$ cat config.mk
export PLATFORM = sky130hd
export DESIGN_NAME = sso_top
export DESIGN_NICKNAME = d
export VERILOG_FILES = /design/src/verilog/sso_pkg.sv /design/src/verilog/sso_sync.sv /design/src/verilog/sso_top.sv
export SDC_FILE = /design/constraint.sdc
export NUM_CORES = 1
export LEC_CHECK = 0
export ABC_CLOCK_PERIOD_IN_PS = 14100
export CAP_MARGIN = 20
export CORE_UTILIZATION = 30
export DETAILED_ROUTE_END_ITERATION = 16
export DONT_BUFFER_PORTS = 1
export GPL_ROUTABILITY_DRIVEN = 1
export GPL_TIMING_DRIVEN = 0
export PLACE_DENSITY_LB_ADDON = 0.15
export SYNTH_ARGS = -nofsm -noshare
export SYNTH_HDL_FRONTEND = slang
export SYNTH_SLANG_ARGS = --single-unit
$ cat constraint.sdc
create_clock -name mclk_in -period 14.1 [get_ports mclk_in]
set_input_delay 1.41 -clock mclk_in [delete_from_list [all_inputs] [get_ports mclk_in]]
set_output_delay 1.41 -clock mclk_in [all_outputs]
set_load 0.05 [all_outputs]
$ cat src/verilog/sso_pkg.sv
// sso_pkg: constants for the serial status output port.
// assumes: one 10 MHz clock domain; serial pins are sampled before use.
//
// Overview of operation
// - serial-out is high impedance unless chip select is low.
// - each frame shifts a 64-bit word, most significant bit first.
// - view bit 0 gives status, 1 gives echo; bit 59 shows the view.
// - bits 62..60 hold a fixed silicon revision code.
// - bits 57..48 carry the reference-cell amplifier sample.
// - bits 47..45 carry the 3-bit measurement counter.
// - bits 44..42 flag sensor shorts to battery, one bit per site.
// - bits 41..32 carry the control-voltage sample.
// - bit 31 always 1, bit 30 always 0.
// - fault code bit 29 clear means no fault; 10 means length or confirm error.
// - an illegal command sets both fault code bits.
// - bits 25..16 carry the impedance sample before the switch.
// - bits 9..0 carry the impedance sample during the switch.
// - bit 15 flags a sense pin short to ground.
// - bit 14 flags pump current source clamp active.
// - bit 13 flags heater open circuit.
// - heater open and heater ground-short flags latch independently.
// - bit 12 flags heater short to battery.
// - bit 11 flags heater short to ground.
// - bit 10 flags reference pin short to ground.
// - echo view returns the last accepted input frame bit for bit; refused frames leave it unchanged.
// - fault-clear input bit 47 clears latched faults at chip select rise.
package sso_pkg;
  localparam int WORD_W = 64;
  localparam int CNT_W = 7;
  localparam logic [6:0] BIT_LAST = 7'h3f;
  localparam logic [6:0] BIT_FULL = 7'h40;
  localparam logic [2:0] REV_CODE = 3'h5; // arbitrary value
  localparam int POS_VIEW = 59;
  localparam int POS_CLEAR = 47;
  localparam int POS_CONF1 = 15;
  localparam int POS_CONF0 = 14;
  localparam logic [1:0] FAULT_NONE = 2'h0;
  localparam logic [1:0] FAULT_LEN = 2'h2;
  localparam logic [1:0] FAULT_ILLEGAL = 2'h3;
  localparam logic [1:0] CONFIRM_BITS = 2'h2;
  localparam logic [63:0] RESET_FRAME = 64'h0;
endpackage : sso_pkg

$ cat src/verilog/sso_sync.sv
// sso_sync: two-flop synchroniser for a group of pin inputs.
// assumes: inputs are asynchronous to clk_in.
module sso_sync #(
  parameter int W = 1,
  parameter logic [W-1:0] INIT = '0
) (
  // clock and reset
  input wire logic clk_in,
  input wire logic rst_n_in,
  // data
  input wire logic [W-1:0] d_in,
  output logic [W-1:0] q_out
);
  logic [W-1:0] s1_q;
  logic [W-1:0] s2_q;
  always_ff @(posedge clk_in or negedge rst_n_in) begin
    if (!rst_n_in) begin
      s1_q <= INIT;
      s2_q <= INIT;
    end else begin
      s1_q <= d_in;
      s2_q <= s1_q;
    end
  end
  assign q_out = s2_q;
endmodule : sso_sync

$ cat src/verilog/sso_top.sv
// sso_top: serial output side of the sensor interface port.
// assumes: host is the serial master (mode: data out on falling link clock
// edge, sampled by host at the end of the high phase); analog results arrive as levels on mclk_in.
module sso_top
  import sso_pkg::*;
(
  // clock and reset
  input wire logic mclk_in,
  input wire logic rst_n_in,
  // serial pins
  input wire logic chip_select_low_in,
  input wire logic sclk_in,
  input wire logic sdi_in,
  output logic sdo_out,
  output logic sdo_oe_n_out,
  // measurement and fault sources
  input wire logic [9:0] ref_cell_amp_sample_in,
  input wire logic [2:0] meas_count_in,
  input wire logic [2:0] sensor_batt_short_flags_in,
  input wire logic [9:0] control_volt_sample_in,
  input wire logic [9:0] impedance_sample_before_in,
  input wire logic [9:0] impedance_sample_during_in,
  input wire logic sense_pin_gnd_short_in,
  input wire logic clamp_active_in,
  input wire logic heater_open_flag_in,
  input wire logic heater_batt_short_in,
  input wire logic heater_gnd_short_in,
  input wire logic ref_pin_gnd_short_in,
  input wire logic illegal_cmd_in,
  // received frame
  output logic [63:0] rx_frame_out,
  output logic rx_valid_out
);

  // ---------------------------------------------------------------
  // reset release and pin synchronisers
  // ---------------------------------------------------------------
  logic rst_s1_q;
  logic rst_q;
  always_ff @(posedge mclk_in or negedge rst_n_in) begin
    if (!rst_n_in) begin
      rst_s1_q <= 1'b0;
      rst_q <= 1'b0;
    end else begin
      rst_s1_q <= 1'b1;
      rst_q <= rst_s1_q;
    end
  end

  logic cs_s;
  logic sclk_s;
  logic sdi_s;
  sso_sync #(.W(3), .INIT(3'h4)) u_sync (
    .clk_in(mclk_in),
    .rst_n_in(rst_q),
    .d_in({chip_select_low_in, sclk_in, sdi_in}),
    .q_out({cs_s, sclk_s, sdi_s})
  );

  // ---------------------------------------------------------------
  // edge detect on synchronised pins
  // ---------------------------------------------------------------
  logic cs_prev_q;
  logic sclk_prev_q;
  logic cs_fall;
  logic cs_rise;
  logic sclk_rise;
  logic sclk_fall;
  always_ff @(posedge mclk_in or negedge rst_q) begin
    if (!rst_q) begin
      cs_prev_q <= 1'b1;
      sclk_prev_q <= 1'b0;
    end else begin
      cs_prev_q <= cs_s;
      sclk_prev_q <= sclk_s;
    end
  end
  assign cs_fall = cs_prev_q && !cs_s;
  assign cs_rise = !cs_prev_q && cs_s;
  assign sclk_rise = !cs_s && !sclk_prev_q && sclk_s;
  assign sclk_fall = !cs_s && sclk_prev_q && !sclk_s;

  // ---------------------------------------------------------------
  // latched fault flags and serial fault code
  // ---------------------------------------------------------------
  logic [2:0] sensor_batt_short_flags_q, sensor_batt_short_flags_d;
  logic [5:0] hfl_q, hfl_d;
  logic [1:0] sfault_q, sfault_d;
  logic view_q, view_d;
  logic [63:0] rx_sh_q, rx_sh_d;
  logic [6:0] rx_cnt_q, rx_cnt_d;
  logic [63:0] echo_q, echo_d;
  logic rx_valid_q, rx_valid_d;
  logic frame_end_ok;
  logic frame_clear;

  // a frame counts only if exactly 64 bits arrived and confirm bits match
  assign frame_end_ok = cs_rise && (rx_cnt_q == BIT_FULL)
    && (rx_sh_q[POS_CONF1:POS_CONF0] == CONFIRM_BITS);
  assign frame_clear = frame_end_ok && rx_sh_q[POS_CLEAR];

  always_comb begin
    sensor_batt_short_flags_d = sensor_batt_short_flags_q;
    hfl_d = hfl_q;
    sfault_d = sfault_q;
    view_d = view_q;
    echo_d = echo_q;
    rx_valid_d = 1'b0;
    rx_sh_d = rx_sh_q;
    rx_cnt_d = rx_cnt_q;
    if (cs_fall) begin
      rx_cnt_d = '0;
    end else if (sclk_rise && rx_cnt_q < BIT_FULL) begin
      rx_sh_d = {rx_sh_q[62:0], sdi_s};
      rx_cnt_d = rx_cnt_q + 7'h1;
    end else if (sclk_rise) begin
      rx_cnt_d = BIT_FULL + 7'h1; // marks an overlong frame
    end
    // clear acts once chip select returns high; live causes re-set at once
    if (frame_clear) begin
      sensor_batt_short_flags_d = '0;
      hfl_d = '0;
      sfault_d = FAULT_NONE;
    end
    if (cs_rise) begin
      if (rx_cnt_q != BIT_FULL || rx_sh_q[POS_CONF1:POS_CONF0] != CONFIRM_BITS) begin
        sfault_d = FAULT_LEN;
      end else begin
        echo_d = rx_sh_q;
        view_d = rx_sh_q[POS_VIEW];
        rx_valid_d = 1'b1;
      end
    end
    // set wins over clear for every latched flag
    if (illegal_cmd_in) begin
      sfault_d = FAULT_ILLEGAL;
    end
    sensor_batt_short_flags_d = sensor_batt_short_flags_d | sensor_batt_short_flags_in;
    // each heater flag latches on its own cause only
    hfl_d = hfl_d | {sense_pin_gnd_short_in, clamp_active_in, heater_open_flag_in,
      heater_batt_short_in, heater_gnd_short_in, ref_pin_gnd_short_in};
  end

  always_ff @(posedge mclk_in or negedge rst_q) begin
    if (!rst_q) begin
      sensor_batt_short_flags_q <= '0;
      hfl_q <= '0;
      sfault_q <= FAULT_NONE;
      view_q <= 1'b0;
      echo_q <= RESET_FRAME;
      rx_valid_q <= 1'b0;
      rx_sh_q <= '0;
      rx_cnt_q <= '0;
    end else begin
      sensor_batt_short_flags_q <= sensor_batt_short_flags_d;
      hfl_q <= hfl_d;
      sfault_q <= sfault_d;
      view_q <= view_d;
      echo_q <= echo_d;
      rx_valid_q <= rx_valid_d;
      rx_sh_q <= rx_sh_d;
      rx_cnt_q <= rx_cnt_d;
    end
  end
  assign rx_frame_out = echo_q;
  assign rx_valid_out = rx_valid_q;

  // ---------------------------------------------------------------
  // status word assembly
  // ---------------------------------------------------------------
  logic [63:0] status_word;
  logic [63:0] load_word;
  always_comb begin
    status_word = '0;
    status_word[62:60] = REV_CODE;
    status_word[POS_VIEW] = view_q;
    status_word[57:48] = ref_cell_amp_sample_in;
    status_word[47:45] = meas_count_in;
    status_word[44:42] = sensor_batt_short_flags_q;
    status_word[41:32] = control_volt_sample_in;
    status_word[31:30] = CONFIRM_BITS;
    status_word[29:28] = sfault_q;
    status_word[25:16] = impedance_sample_before_in;
    status_word[15] = hfl_q[5];
    status_word[14] = hfl_q[4];
    status_word[13] = hfl_q[3];
    status_word[12] = hfl_q[2];
    status_word[11] = hfl_q[1];
    status_word[10] = hfl_q[0];
    status_word[9:0] = impedance_sample_during_in;
    load_word = view_q ? echo_q : status_word;
  end

  // ---------------------------------------------------------------
  // output shifter
  // ---------------------------------------------------------------
  logic [63:0] tx_sh_q, tx_sh_d;
  logic sdo_q, sdo_d;
  logic oe_n_q, oe_n_d;
  always_comb begin
    tx_sh_d = tx_sh_q;
    sdo_d = sdo_q;
    oe_n_d = cs_s;
    if (cs_fall) begin
      tx_sh_d = {load_word[62:0], 1'b0};
      sdo_d = load_word[63];
    end else if (sclk_fall) begin
      sdo_d = tx_sh_q[63];
      tx_sh_d = {tx_sh_q[62:0], 1'b0};
    end
  end
  always_ff @(posedge mclk_in or negedge rst_q) begin
    if (!rst_q) begin
      tx_sh_q <= '0;
      sdo_q <= 1'b0;
      oe_n_q <= 1'b1;
    end else begin
      tx_sh_q <= tx_sh_d;
      sdo_q <= sdo_d;
      oe_n_q <= oe_n_d;
    end
  end
  assign sdo_out = sdo_q;
  assign sdo_oe_n_out = oe_n_q;
endmodule : sso_top

==> results.toml <==
[die]
die_area_um2 = 33800
pin_count = 125
core-area_um2 = 32500
num_rows = 66
start_util_pct = 30.5
die_h_um = 184
die_x_um = 184

[power]
p_sw_share_pct = 24.0
p_per_area_nw_per_um2 = 141
power_frac_clock_pct = 41.0
ir_drop_uv = 81.9
power.switching_mw = 0.386
power.leakage_nw = 5.33
seqPwrFrac_pct = 47.7
total_power_mw = 1.61
p_int_mw = 1.22
comb_power_share_pct = 11.3

[clock_tree]
clk_pin_slew_ps = 60
root_buffer = "clkbuf_16"
cts_setup_buffers = 0
htreeDepth = 1
clock_path_buffers = 3
cts_hold_buf = 0
cts_tree = "built"
clk_latency_ps = 520
numCtsBuffers = 26
ctsResizeCount = 0
cts_num_sinks = 221

[synthesis]
yosys_warnings = 0
ys.flop_type = "dfrtp_1"
yosysTopAreaCellShare_pct = 55.0
async_reset_ff_share_pct = 100
synth_common_cells = "218 x dfrtp_1, 146 x mux2_2, 109 x mux2i_1"
syn_area_um2 = 9920
synth-seq-cells = 221
yosysUniqueCellTypes = 41
synth.area.top_cells = "dfrtp_1 55%, mux2_2 17%, mux2i_1 11%"
ys_seq_area_share_pct = 55.8
synth_area_per_cell_um2 = 14.8
synth_most_common_cell = "dfrtp_1"
synth_edf_count = 0
syn-num-nets = 731
synth_largest_area_cell = "dfrtp_1"
synthCells = 671

[layout]
area_growth_pct = 14.9
nNetsFinal = 762
n_fill_cell = 3214
fin_util_pct = 35.0
drive_gt1_share_pct = 38.9
final_cells = 1161

[routing]
ant_nets = 0
first_pass_iters = 4
routedWlPerCell_um = 20.1
drtIter0Drc = 220
wirelength_mm = 23.4
drc = 0
routed_via_density = 4.64
vias = 5391

[placement]
routabilityCongestion = 0.736
post-place-cells = 1116
io_buffers = 0
dp_hpwl_mm = 15.9

[global_routing]
antenna_found_initial = 1
grt_usage_pct = 14.1
grt_pass1_wl_mm = 36.3
first_global_vias = 5970
grt_max_degree = 63
grt_overflow_total = 0

[sta]
slew_violations = 0
hold_viol_final = 0
max_freq_mhz = 368
setup_violations = 0
rsz0062_at_grt = "false"
fin_crit_ps = 2720
tightest_slew_ps = 928
finalCritPeriodShare_pct = 19.3
skew_ps = 15.9
relSlewSlack_pct = 38.1
tns_ps = 0

[status]
status = "completed"

[critical_path]
path_class = "flip-flop to output port"
crit_arrival_ps = 1310
cp-start-kind = "flip-flop"
end_kind = "output port"
path_max_fanout = 9
cp.required_ps = 12690

[job]
cap_violations = 0

[min_path]
min_path_type = "flip-flop to flip-flop"
[power groups by stage]
stage | logic (mW) | registers [mW] | clock network, mW
final | 0.181 | 0.766 | 0.658
after global routing | 0.204 | 0.777 | 0.711
after CTS | 0.185 | 0.767 | 0.681
after detailed placement | 0.184 | 0.778 | 0
after global placement | 0.165 | 0.786 | 0
after floorplan | 0.141 | 0.771 | 0
[kinds of logic after synthesis]
| kind of cell | Yosys count | synth area share (%) |
|---|---|---|
| buf+inv | 74 | 4.28 |
| simple gates | 40 | 2.80 |
| compound gates | 31 | 2.14 |
| other cells | 1 | 0.0378 |
| fa+ha+maj | 2 | 0.252 |
| mux | 302 | 34.7 |
| flops | 221 | 55.8 |
[path summary, 6_finish.rpt]
check / from / end / slack [ps] / cells past startpoint
min in group asynchronous: rst_q$_DFF_PN0_ / rx_sh_q[62]$_DFFE_PN0P_ / 410 / 0
max reg2reg: rx_frame_out[59]$_DFFE_PN0P_ / tx_sh_q[22]$_DFFE_PN0P_ / 11860 / 5
max in group asynchronous: rst_q$_DFF_PN0_ / rx_sh_q[35]$_DFFE_PN0P_ / 12640 / 2
max: sdo_oe_n_out$_DFF_PN1_ / sdo_oe_n_out / 11380 / 0
min: rst_s1_q$_DFF_PN0_ / rst_q$_DFF_PN0_ / 340 / 0
min reg2reg: rst_s1_q$_DFF_PN0_ / rst_q$_DFF_PN0_ / 340 / 0
[metrics by stage]
step | hold WS, ps | instance area [um2] | setup slack [ps]
2_1_floorplan | 331 | 9920 | 7490
3_3_place_gp | 337 | 10500 | 4880
3_5_place_dp | 339 | 10600 | 11790
4_1_cts | 348 | 11400 | 11350
5_1_grt | 363 | 11400 | 11350
6_report | 344 | 11400 | 11380
[flip-flops by register name, indices dropped and copies added, names as in the netlist]
signal,flops
rst_s1_q,1
rx_sh_q,64
sdo_out,1
rx_cnt_q,7
tx_sh_q,63
u_sync.s1_q,3
sensor_batt_short_flags_q,3
sfault_q,2
rx_valid_out,1
hfl_q,6
sclk_prev_q,1
sdo_oe_n_out,1
rst_q,1
rx_frame_out,64
u_sync.q_out,3
[area by class of cell]
| type | count | area (um2) | share of cell area, % |
|---|---|---|---|
| plain buffers | 37 | 285 | 2.50 |
| clock inverters | 5 | 75.1 | 0.659 |
| diodes | 2 | 5.00 | 0.0439 |
| clock buffers | 38 | 757 | 6.64 |
| flip-flops and latches | 221 | 5540 | 48.6 |
| well taps | 442 | 553 | 4.85 |
| repair buffers | 3 | 82.6 | 0.725 |
| inverters | 37 | 139 | 1.22 |
| multi-input cells | 376 | 3960 | 34.8 |
[placed cells by master, fill, tap and decap left out, types with 2 or more instances in the layout]
cell type | synthesis | routed
a21o_1 | 9 | 9
a21oi_1 | 5 | 5
a31oi_1 | 4 | 4
and4bb_2 | 2 | 2
buf_1 | 2 | 2
buf_16 | 0 | 3
buf_2 | 15 | 15
buf_4 | 6 | 6
buf_6 | 14 | 14
bufinv_16 | 0 | 2
clkbuf_1 | 0 | 7
clkbuf_16 | 0 | 27
clkbuf_8 | 0 | 4
clkinv_2 | 0 | 3
dfrtp_1 | 218 | 217
dfstp_2 | 3 | 3
diode_2 | 0 | 2
ha_1 | 2 | 2
inv_1 | 37 | 37
mux2_2 | 146 | 146
mux2_4 | 47 | 47
mux2i_1 | 109 | 109
nand2_1 | 10 | 10
nand2b_1 | 6 | 6
nand3_1 | 5 | 5
nand4_1 | 3 | 3
nor2b_1 | 2 | 2
o21ai_0 | 5 | 5
or4bb_1 | 2 | 2
[routing by layer]
layer / vias to the layer above / part of all wire, % / track usage [%]
li1: 2440 / - / -
met1: 2786 / 44 / 17.9
met2: 124 / 47 / 23.0
met3: 41 / 6.7 / 4.50
met4: 0 / 2.4 / 3.93
met5: - / 0 / 0
Note: power is estimated with default switching activity, not from simulation.
